**src/design/pmrs_consts.vh**
```
`ifndef PMRS_CONSTS_VH
`define PMRS_CONSTS_VH

// ----------------------------------------
// Register byte addresses, one 16-bit register each
// ----------------------------------------
`define PMRS_IDX_PIN26      32'h50003052
`define PMRS_IDX_PIN27      32'h50003054
`define PMRS_IDX_PIN28      32'h50003056
`define PMRS_IDX_PIN29      32'h50003058
`define PMRS_IDX_STATUS     32'h50003060
`define PMRS_IDX_RAIL01     32'h50003070
`define PMRS_IDX_RAIL2      32'h50003072

// ----------------------------------------
// Pin mode register fields
// ----------------------------------------
`define PMRS_DIR_MSB        9
`define PMRS_DIR_LSB        8
`define PMRS_FUNC_MSB       4
`define PMRS_FUNC_LSB       0
`define PMRS_DIR_IN_NONE    2'h0
`define PMRS_DIR_IN_UP      2'h1
`define PMRS_DIR_IN_DOWN    2'h2
`define PMRS_DIR_OUT        2'h3
`define PMRS_MODE_RST       16'h0200
`define PMRS_MODE_MASK      16'h031f
`define PMRS_ANALOG_FUNC    5'h01

// ----------------------------------------
// Rail select register fields
// ----------------------------------------
`define PMRS_RAIL_RST       16'h0000
`define PMRS_RAIL01_MASK    16'h3fff
`define PMRS_RAIL2_MASK     16'h03ff
`define PMRS_P0_MSB         7
`define PMRS_P1_MSB         13
`define PMRS_P1_LSB         8
`define PMRS_P2_MSB         9

`endif

```
**src/design/pmrs_mode_reg.v**
```verilog
`timescale 1ns/1ps
`include "pmrs_consts.vh"

// ----------------------------------------
// One pin mode register, byte-lane writable
// ----------------------------------------
module pmrs_mode_reg (
	// Clock and reset
	input  wire        clk_in,
	input  wire        rst_in,
	// Write port
	input  wire        wr_en_in,
	input  wire [1:0]  sel_in,
	input  wire [15:0] wdat_in,
	// Stored value
	output reg  [15:0] mode_out
);

	wire [15:0] lane_mask;

	// Lane enables gated by the writable field mask
	assign lane_mask = {{8{sel_in[1]}}, {8{sel_in[0]}}} & `PMRS_MODE_MASK; // see (RL10)

	// Storage; reserved bits never leave zero
	always @(posedge clk_in) begin
		if (rst_in) begin
			mode_out <= `PMRS_MODE_RST; // see (RL4)
		end else if (wr_en_in) begin
			mode_out <= (mode_out & ~lane_mask) | (wdat_in & lane_mask); // see (RL3)
		end
	end

endmodule // pmrs_mode_reg

```
**src/design/pmrs_pad_decode.v**
```verilog
`timescale 1ns/1ps
`include "pmrs_consts.vh"

// ----------------------------------------
// Mode word to pad controls, registered
// ----------------------------------------
module pmrs_pad_decode #(
	parameter [4:0] ANALOG_FUNC = `PMRS_ANALOG_FUNC
) (
	// Clock and reset
	input  wire        clk_in,
	input  wire        rst_in,
	// Mode word
	input  wire [15:0] mode_in,
	// Pad controls
	output reg         out_en_out,
	output reg         pull_up_out,
	output reg         pull_down_out,
	output reg  [4:0]  func_out,
	output reg         analog_out
);

	wire [1:0] dir;
	wire [4:0] func;
	wire       analog;

	// Field split
	assign dir    = mode_in[`PMRS_DIR_MSB:`PMRS_DIR_LSB];
	assign func   = mode_in[`PMRS_FUNC_MSB:`PMRS_FUNC_LSB];
	assign analog = (func == ANALOG_FUNC);

	// Analog pins drop drive and resistors whatever dir says
	always @(posedge clk_in) begin
		if (rst_in) begin
			out_en_out    <= 1'b0;
			pull_up_out   <= 1'b0;
			pull_down_out <= 1'b1; // see (RL4)
			func_out      <= 5'h00;
			analog_out    <= 1'b0;
		end else begin
			out_en_out    <= ~analog & (dir == `PMRS_DIR_OUT);     // see (RL1) (RL2)
			pull_up_out   <= ~analog & (dir == `PMRS_DIR_IN_UP);   // see (RL1) (RL2)
			pull_down_out <= ~analog & (dir == `PMRS_DIR_IN_DOWN); // see (RL1) (RL2)
			func_out      <= func; // see (RL3)
			analog_out    <= analog;
		end
	end

endmodule // pmrs_pad_decode

```
**src/design/pmrs_top.v**
```verilog
`timescale 1ns/1ps
`include "pmrs_consts.vh"

// Behaviour
// (RL1) Dir/pull field 9:8: 00 in, 01 pull-up, 10 pull-down, 11 output.
// (RL2) In analog mode the dir/pull field has no effect on the pad.
// (RL3) Each pin mode register holds a five-bit function code at 4:0.
// (RL4) Mode registers reset to dir/pull 2 and function code 0.
// (RL5) Rail register 0/1 bits 13:8 select port-1 pins 0 to 5.
// (RL6) Rail register 0/1 low bits select port-0 pins, bit 0 is pin 0.
// (RL7) Port-2 rail register bits 9:0 select port-2 pins 0 to 9.
// (RL8) Rail bit one means 1V rail, zero 3V rail; all reset zero.
// (RL9) Software picks 3V rail for buck mode, 1V for boost mode.
// (RL10) Reserved bits read zero and ignore writes.
module pmrs_top #(
	parameter       NPINS       = 4,
	parameter [4:0] ANALOG_FUNC = `PMRS_ANALOG_FUNC
) (
	// Clock and reset
	input  wire                 clk_in,
	input  wire                 rst_in,
	// Wishbone slave
	input  wire                 wb_cyc_in,
	input  wire                 wb_stb_in,
	input  wire                 wb_we_in,
	input  wire [31:0]          wb_adr_in,
	input  wire [3:0]           wb_sel_in,
	input  wire [31:0]          wb_dat_in,
	output reg  [31:0]          wb_dat_out,
	output reg                  wb_ack_out,
	output reg                  wb_err_out,
	// Port-2 pin pad controls, pin 26 in bit 0
	output wire [NPINS-1:0]     pad_out_en_out,
	output wire [NPINS-1:0]     pad_pull_up_out,
	output wire [NPINS-1:0]     pad_pull_down_out,
	output wire [NPINS*5-1:0]   pad_func_out,
	output wire [NPINS-1:0]     pad_analog_out,
	// Output rail selects, one = 1V rail
	output wire [7:0]           port0_rail_1v_out,
	output wire [5:0]           port1_rail_1v_out,
	output wire [9:0]           port2_rail_1v_out
);

	// ----------------------------------------
	// Address decode helpers
	// ----------------------------------------

	// Byte address against a register address
	// Full compare, so no register shows up at an alias
	function hit;
		input [31:0] adr;
		input [31:0] idx;
		begin
			hit = (adr == idx);
		end
	endfunction

	// Byte lane enables spread over a 16-bit word
	function [15:0] lanes;
		input [1:0] sel;
		begin
			lanes = {{8{sel[1]}}, {8{sel[0]}}};
		end
	endfunction

	// Byte lanes merged into a 16-bit register
	// Reserved bits are masked out, so they never leave zero
	function [15:0] merge;
		input [15:0] old;
		input [15:0] wdat;
		input [1:0]  sel;
		input [15:0] mask;
		reg   [15:0] m;
		begin
			m     = lanes(sel) & mask;
			merge = (old & ~m) | (wdat & m);
		end
	endfunction

	// ----------------------------------------
	// Declarations
	// ----------------------------------------

	// Bus answer states
	localparam [1:0] ST_IDLE = 2'b00; // Waiting for a request
	localparam [1:0] ST_ACK  = 2'b01; // Mapped place, ack high
	localparam [1:0] ST_ERR  = 2'b10; // Unmapped place, err high

	// Writable bits of the rail registers; the rest are reserved
	localparam [15:0] RAIL01_WMASK = `PMRS_RAIL01_MASK;
	localparam [15:0] RAIL2_WMASK  = `PMRS_RAIL2_MASK;

	// Rail select storage and next values
	reg  [15:0]         rail01_reg;
	reg  [15:0]         rail2_reg;
	reg  [15:0]         rail01_next;
	reg  [15:0]         rail2_next;

	// Bus answer state
	reg  [1:0]          state_reg;
	reg  [1:0]          state_next;

	// Decode results for the address on the bus
	reg  [31:0]         rdat_next;
	reg                 mapped_next;
	reg  [NPINS-1:0]    mode_sel_next;

	// Selects of the single registers
	reg                 rail01_sel_next;
	reg                 rail2_sel_next;
	reg                 status_sel_next;

	// Request qualifiers and write enables
	wire                req;
	wire                first;
	wire                wr_stb;
	wire [NPINS-1:0]    mode_wr;
	wire                rail01_wr;
	wire                rail2_wr;

	// Mode words, address table, status view
	wire [NPINS*16-1:0] mode_bus;
	wire [NPINS*32-1:0] mode_idx;
	wire [15:0]         status_word;

	// Bus request seen; only an idle slave takes a fresh one
	// Gating on the state, not on ack, keeps err to one cycle
	assign req   = wb_cyc_in & wb_stb_in;
	assign first = req & (state_reg == ST_IDLE);

	// Writes land on the edge the master samples ack; err never writes
	assign wr_stb = req & (state_reg == ST_ACK) & wb_we_in;

	// Per-register write strobes from the shared decode
	assign mode_wr   = {NPINS{wr_stb}} & mode_sel_next;
	assign rail01_wr = wr_stb & rail01_sel_next;
	assign rail2_wr  = wr_stb & rail2_sel_next;

	// Address table of the pin mode registers
	// Pin 29 takes the next halfword after pin 28
	assign mode_idx = {`PMRS_IDX_PIN29, `PMRS_IDX_PIN28,
	                   `PMRS_IDX_PIN27, `PMRS_IDX_PIN26};

	// ----------------------------------------
	// Pin mode registers and pad decode
	// ----------------------------------------

	genvar g;
	generate
		for (g = 0; g < NPINS; g = g + 1) begin : g_pin
			// Stored mode word
			pmrs_mode_reg u_mode (
				.clk_in   (clk_in),
				.rst_in   (rst_in),
				.wr_en_in (mode_wr[g]),
				.sel_in   (wb_sel_in[1:0]),
				.wdat_in  (wb_dat_in[15:0]),
				.mode_out (mode_bus[g*16 +: 16])
			);

			// Pad controls follow the mode one cycle later
			pmrs_pad_decode #(
				.ANALOG_FUNC (ANALOG_FUNC)
			) u_dec (
				.clk_in        (clk_in),
				.rst_in        (rst_in),
				.mode_in       (mode_bus[g*16 +: 16]),
				.out_en_out    (pad_out_en_out[g]),
				.pull_up_out   (pad_pull_up_out[g]),
				.pull_down_out (pad_pull_down_out[g]),
				.func_out      (pad_func_out[g*5 +: 5]),
				.analog_out    (pad_analog_out[g])
			);
		end
	endgenerate

	// ----------------------------------------
	// Status word from the live pad state
	// ----------------------------------------

	// Read-only view of what the pads are actually doing
	// Layout: out_en, pull-up, pull-down, analog, four bits each
	// Absent pins read zero, so the bit layout never moves
	genvar s;
	generate
		for (s = 0; s < 4; s = s + 1) begin : g_stat
			if (s < NPINS) begin : g_used
				assign status_word[s]      = pad_out_en_out[s];
				assign status_word[4 + s]  = pad_pull_up_out[s];
				assign status_word[8 + s]  = pad_pull_down_out[s];
				assign status_word[12 + s] = pad_analog_out[s];
			end else begin : g_none
				assign status_word[s]      = 1'b0;
				assign status_word[4 + s]  = 1'b0;
				assign status_word[8 + s]  = 1'b0;
				assign status_word[12 + s] = 1'b0;
			end
		end
	endgenerate

	// ----------------------------------------
	// Decode of the bus address
	// ----------------------------------------

	// One decode serves the read mux, the writes and the answer
	// mapped_next chooses between ack and err
	integer i;
	always @* begin
		mode_sel_next = {NPINS{1'b0}};
		for (i = 0; i < NPINS; i = i + 1) begin
			if (hit(wb_adr_in, mode_idx[i*32 +: 32])) begin
				mode_sel_next[i] = 1'b1;
			end
		end
		// Single registers
		rail01_sel_next = hit(wb_adr_in, `PMRS_IDX_RAIL01);
		rail2_sel_next  = hit(wb_adr_in, `PMRS_IDX_RAIL2);
		status_sel_next = hit(wb_adr_in, `PMRS_IDX_STATUS);
		mapped_next     = (|mode_sel_next) | rail01_sel_next | rail2_sel_next | status_sel_next;
	end

	// ----------------------------------------
	// Read mux and next rail values
	// ----------------------------------------

	// Read mux; reserved bits and unmapped places read zero
	// The decode is one-hot, so the order of the tests is free
	integer j;
	always @* begin
		rdat_next = 32'h00000000;
		for (j = 0; j < NPINS; j = j + 1) begin
			if (mode_sel_next[j]) begin
				rdat_next = {16'h0000, mode_bus[j*16 +: 16]}; // see (RL10)
			end
		end
		if (rail01_sel_next) begin
			rdat_next = {16'h0000, rail01_reg};
		end
		if (rail2_sel_next) begin
			rdat_next = {16'h0000, rail2_reg};
		end
		if (status_sel_next) begin
			rdat_next = {16'h0000, status_word};
		end
	end

	// Lane merge for the port 0/1 rails
	always @* begin
		rail01_next = rail01_reg;
		if (rail01_sel_next) begin
			rail01_next = merge(rail01_reg, wb_dat_in[15:0], wb_sel_in[1:0],
			                    RAIL01_WMASK); // see (RL5) (RL6) (RL10)
		end
	end

	// Lane merge for the port-2 rails
	always @* begin
		rail2_next = rail2_reg;
		if (rail2_sel_next) begin
			rail2_next = merge(rail2_reg, wb_dat_in[15:0], wb_sel_in[1:0],
			                   RAIL2_WMASK); // see (RL7) (RL10)
		end
	end

	// ----------------------------------------
	// Rail select registers
	// ----------------------------------------

	// Port 0/1 rails, written only on the acknowledged edge
	// Reset puts every pin on the 3V rail
	always @(posedge clk_in) begin
		if (rst_in) begin
			rail01_reg <= `PMRS_RAIL_RST; // see (RL8)
		end else if (rail01_wr) begin
			rail01_reg <= rail01_next;
		end
	end

	// Port-2 rails, untouched by writes elsewhere
	always @(posedge clk_in) begin
		if (rst_in) begin
			rail2_reg <= `PMRS_RAIL_RST; // see (RL8)
		end else if (rail2_wr) begin
			rail2_reg <= rail2_next;
		end
	end

	// Port-0 pin n from bit n; one selects the 1V rail
	assign port0_rail_1v_out = rail01_reg[`PMRS_P0_MSB:0];                // see (RL6) (RL8)

	// Port-1 pins 0 to 5 from bits 13:8
	assign port1_rail_1v_out = rail01_reg[`PMRS_P1_MSB:`PMRS_P1_LSB];     // see (RL5) (RL8)

	// Port-2 pin n from bit n
	assign port2_rail_1v_out = rail2_reg[`PMRS_P2_MSB:0];                 // see (RL7) (RL8)

	// ----------------------------------------
	// Wishbone handshake
	// ----------------------------------------

	// Next answer state; each request gets exactly one answer cycle
	// A master that keeps cyc up after ack starts a fresh request
	always @* begin
		case (state_reg)
			ST_IDLE: begin
				if (first & mapped_next) begin
					state_next = ST_ACK;
				end else if (first) begin
					state_next = ST_ERR;
				end else begin
					state_next = ST_IDLE;
				end
			end
			ST_ACK: begin
				state_next = ST_IDLE;
			end
			ST_ERR: begin
				state_next = ST_IDLE;
			end
			default: begin
				state_next = ST_IDLE;
			end
		endcase
	end

	// Answer registered from the next state, so outputs come from flops
	always @(posedge clk_in) begin
		if (rst_in) begin
			state_reg  <= ST_IDLE;
			wb_ack_out <= 1'b0;
			wb_err_out <= 1'b0;
			wb_dat_out <= 32'h00000000;
		end else begin
			// State and flags move together
			state_reg  <= state_next;
			wb_ack_out <= (state_next == ST_ACK);
			wb_err_out <= (state_next == ST_ERR);
			// Read data stands only with ack, zero otherwise
			if ((state_next == ST_ACK) & ~wb_we_in) begin
				wb_dat_out <= rdat_next;
			end else begin
				wb_dat_out <= 32'h00000000;
			end
		end
	end

endmodule // pmrs_top

```
**config.mk**
```make
export PLATFORM = sky130hd
export DESIGN_NAME = pmrs_top
export DESIGN_NICKNAME = d
export VERILOG_FILES = /design/src/design/pmrs_mode_reg.v /design/src/design/pmrs_pad_decode.v /design/src/design/pmrs_top.v
export VERILOG_INCLUDE_DIRS = /design/src /design/src/design
export SDC_FILE = /design/constraint.sdc
export NUM_CORES = 1
export LEC_CHECK = 0
export ABC_AREA = 1
export BUFFER_PORTS_ARGS = -buffer_cell sky130_fd_sc_hd__buf_2
export CELL_PAD_IN_SITES_DETAIL_PLACEMENT = 1
export CELL_PAD_IN_SITES_GLOBAL_PLACEMENT = 2
export CORE_MARGIN = 2
export CORE_UTILIZATION = 27
export DETAILED_ROUTE_END_ITERATION = 16
export PLACE_DENSITY_LB_ADDON = 0.1
export SLEW_MARGIN = 20
export SYNTH_ARGS = -nofsm -noshare
export SYNTH_HDL_FRONTEND = slang
export SYNTH_SLANG_ARGS = --single-unit
```
**constraint.sdc**
```tcl
create_clock -name clk_in -period 1.75 [get_ports clk_in]
set_input_delay 0 -clock clk_in [delete_from_list [all_inputs] [get_ports clk_in]]
set_output_delay 0 -clock clk_in [all_outputs]
set_load 0.02 [all_outputs]
```
==> reports/results.md <==
- number of failing setup endpoints in the final timing report: 0
- post-synth cell types: 37
- standard cell with the maximum stage delay on the critical path: dfxtp_1
- Initial Utilization: 27.8%
- number of nets in the finished design: 852
- endpoint class of the critical path: flop
- count of inserted antenna diode cells: 0
- Final Cell Area: 6150 µm²
- Post-Synthesis Cells: 636
- number of input and output port buffers inserted: 130
- clock skew: 0.00698 ns
- global placer's final weighted congestion: 0.807
- most frequently used cell type in the post-synthesis netlist: inv_1
- post-synthesis adder-cell area fraction: 0%
- reg2reg start: state_reg[0]
- data arrival time of the worst path: 1.78 ns
- cell area after synthesis: 4840 µm²
- crit share post-route: 87.3%
- fraction of synthesized area in multiplexers: 0%
- number of top-level pins: 167
- number of pins exceeding their max-slew limit in the final report: 0
- post-synthesis compound-gate area fraction: 15.6%
- Critical Path, Cell by Cell: nand2_1 -> nor3_4 -> buf_4 -> nand4_1 -> buf_4 -> a211oi_1
- register area share after synthesis: 44.7%
- layout-stage area growth over the synthesis result: 27.0%
- final hold violations: 0
- total number of placement rows: 48
- cell repeated most along the worst path: buf_4
- total power of the final layout: 4860 µW
- fraction of post-synthesis cell area in the top cell type by area: 44.7%
- CP Max Fanout: 10
- simple logic cell fraction of the synthesized area: 23.3%
- overall die area: 19000 µm²
- EDFF count, synth: 0
- # clock sinks: 108
- CP required: 2.00 ns
- worst stage delay on the critical path: 0.35 ns
- TritonCTS clock tree: yes
- top cells by area in the synthesized netlist: dfxtp_1 45%, inv_1 8.5%, nor2_1 7.8%
- routed wirelength normalized by instance count: 15.5 µm
- Hold WS: 0.0719 ns
- maximum operating frequency: 654 MHz
- iteration count of the initial detailed-routing pass: 4
- number of nets with antenna violations after detailed routing: 0
- number of antenna violations at the first check in global routing: 0
- vias after detailed routing: 4469
- Cell Pwr Density: 790 nW/µm²
- via density per instance: 4.43
- maximum number of pins on one net before global-route repair: 42
- worst setup path class: flop to flop
- average cell area after synthesis: 7.61 µm²
- number of standard cells in the layout, taps in and fillers out: 1009
- type of the worst min-delay path: input pin to flop
- Yosys warning count: 0
- maximum clock insertion buffer count: 2
- Overall Global Routing Usage: 17.3%
- initial detailed-routing violation count: 158
- hold path cells: 3
- H-tree depth reported by CTS: 3
- clock network latency to the later pin of the worst-skew pair: 0.35 ns
- CTS Root Buffer Type: clkbuf_16
- most instantiated flip-flop cell in the synthesis netlist: dfxtp_1
- unrepaired setup endpoints after global routing: false
- via count of the first global-routing pass: 4676
- post-DP HPWL: 12.3 mm
- start point of the worst min-delay path: wb_sel_in[1]
- number of buffers inserted during clock tree synthesis: 9
- Cell Count Post-Placement: 979
- Die X-Extent: 138 µm
- core region area: 17400 µm²
- FF-to-FF path depth: 6
- die extent in y: 138 µm
- placement-stage cell area: 5690 µm²
- clock edge transition at the registers on the reported setup and hold paths: 0.07 ns
- min Tclk post-route: 1.53 ns
- aggregate routed wire length: 15.6 mm
- share of post-route cells with drive strength above 1: 27.2%
- VDD IR max: 0.609 mV
- XOR/XNOR Fraction of Synth Area: 0%
- wire length of the first global-routing pass: 24.8 mm
- startpoint type of the worst setup path: flop
- total of max-cap violations: 0
- status: complete, no violations
- Async S/R FF share, synth: 0%
- setup bufs post-CTS: 0
- total of flip-flops plus latches after synthesis: 108
- remaining routing DRC violations: 0
- cell type with the largest total area after synthesis: dfxtp_1
- most numerous cell types in the synthesized netlist: 110 x inv_1, 108 x dfxtp_1, 101 x nor2_1, 79 x nand2_1, 46 x o21ai_0
- worst setup path startpoint: state_reg[0]
- main combinational cell family by area after synthesis: simple AND/OR/NAND/NOR gates
- total leakage power: 0.00293 µW
- aggregate global routing overflow: 0
==> logic make-up after synthesis <==
| family | count (synthesis) |
|---|---|
| AND/OR/NAND/NOR | 235 |
| buffers and inverters | 175 |
| AO/OA/AOI/OAI | 117 |
| flip-flops | 108 |
| other | 1 |
==> area by class of cell <==
type | instances | area, µm²
multi-input combinational | 368 | 1940
sequential | 108 | 2160
clock inverter | 3 | 43.8
tap | 225 | 282
inverter | 124 | 465
clock buffer | 13 | 270
timing repair buffer | 168 | 983
fill | 2185 | 11300
==> worst paths after layout <==
path	end	slack, ns
setup reg to reg	flop	0.22
setup / recovery	flop	0.22
hold reg to reg	wb_dat_out[15]	0.42
hold / removal	flop	0.07
==> per-stage QoR <==
step | utilization [%] | setup TNS (ns) | setup slack (ns)
2_1_floorplan | - | 0 | 0.225
6_report | 35.3 | 0 | 0.222
5_1_grt | 35.3 | 0 | 0.104
3_3_place_gp | 32.7 | 0 | 0.000345
4_1_cts | 35.3 | 0 | 0.190
3_5_place_dp | 32.7 | -0.0485 | -0.0292
==> cells in the final DEF, fill, tap and decap left out, types with 9 or more instances in the layout <==
| cell type | n |
|---|---|
| nand2_1 | 79 |
| dlygate4sd3_1 | 14 |
| a21oi_1 | 21 |
| clkbuf_16 | 9 |
| nor2_1 | 101 |
| buf_2 | 130 |
| conb_1 | 16 |
| a211oi_1 | 23 |
| o21ai_0 | 46 |
| dfxtp_1 | 108 |
| nand3_1 | 10 |
| inv_1 | 110 |
| buf_4 | 23 |
| inv_2 | 12 |
==> power breakdown <==
| part | total [µW] | internal, µW | leakage (µW) | switching (µW) |
|---|---|---|---|---|
| registers | 2460 | 2460 | 0.000870 | 1.23 |
| logic | 249 | 88.7 | 0.00190 | 160 |
| clock network | 2150 | 1230 | 0.000156 | 923 |
==> metal layers <==
metal / global-route usage (%) / part of all wire (%) / vias to the layer above
li1: - / - / 2253
met1: 21.7 / 46 / 2126
met2: 30.4 / 50 / 80
met3: 3.25 / 3.3 / 10
met4: 4.25 / 0.73 / 0
met5: 0 / 0 / -
==> worst max-delay path, delay by kind of cell, from the launching register on <==
family	cells	cell delay (ns)
flops	1	0.35
buf+inv	2	0.42
compound gates	1	0.27
simple gates	3	0.37
==> what timing repair did <==
item | in CTS | in global routing
endpoints found under the hold margin | 19 | 0
hold buffers | 14 | 0
gates resized for setup | 0 | 0
Power figures use the tool's default switching activity.
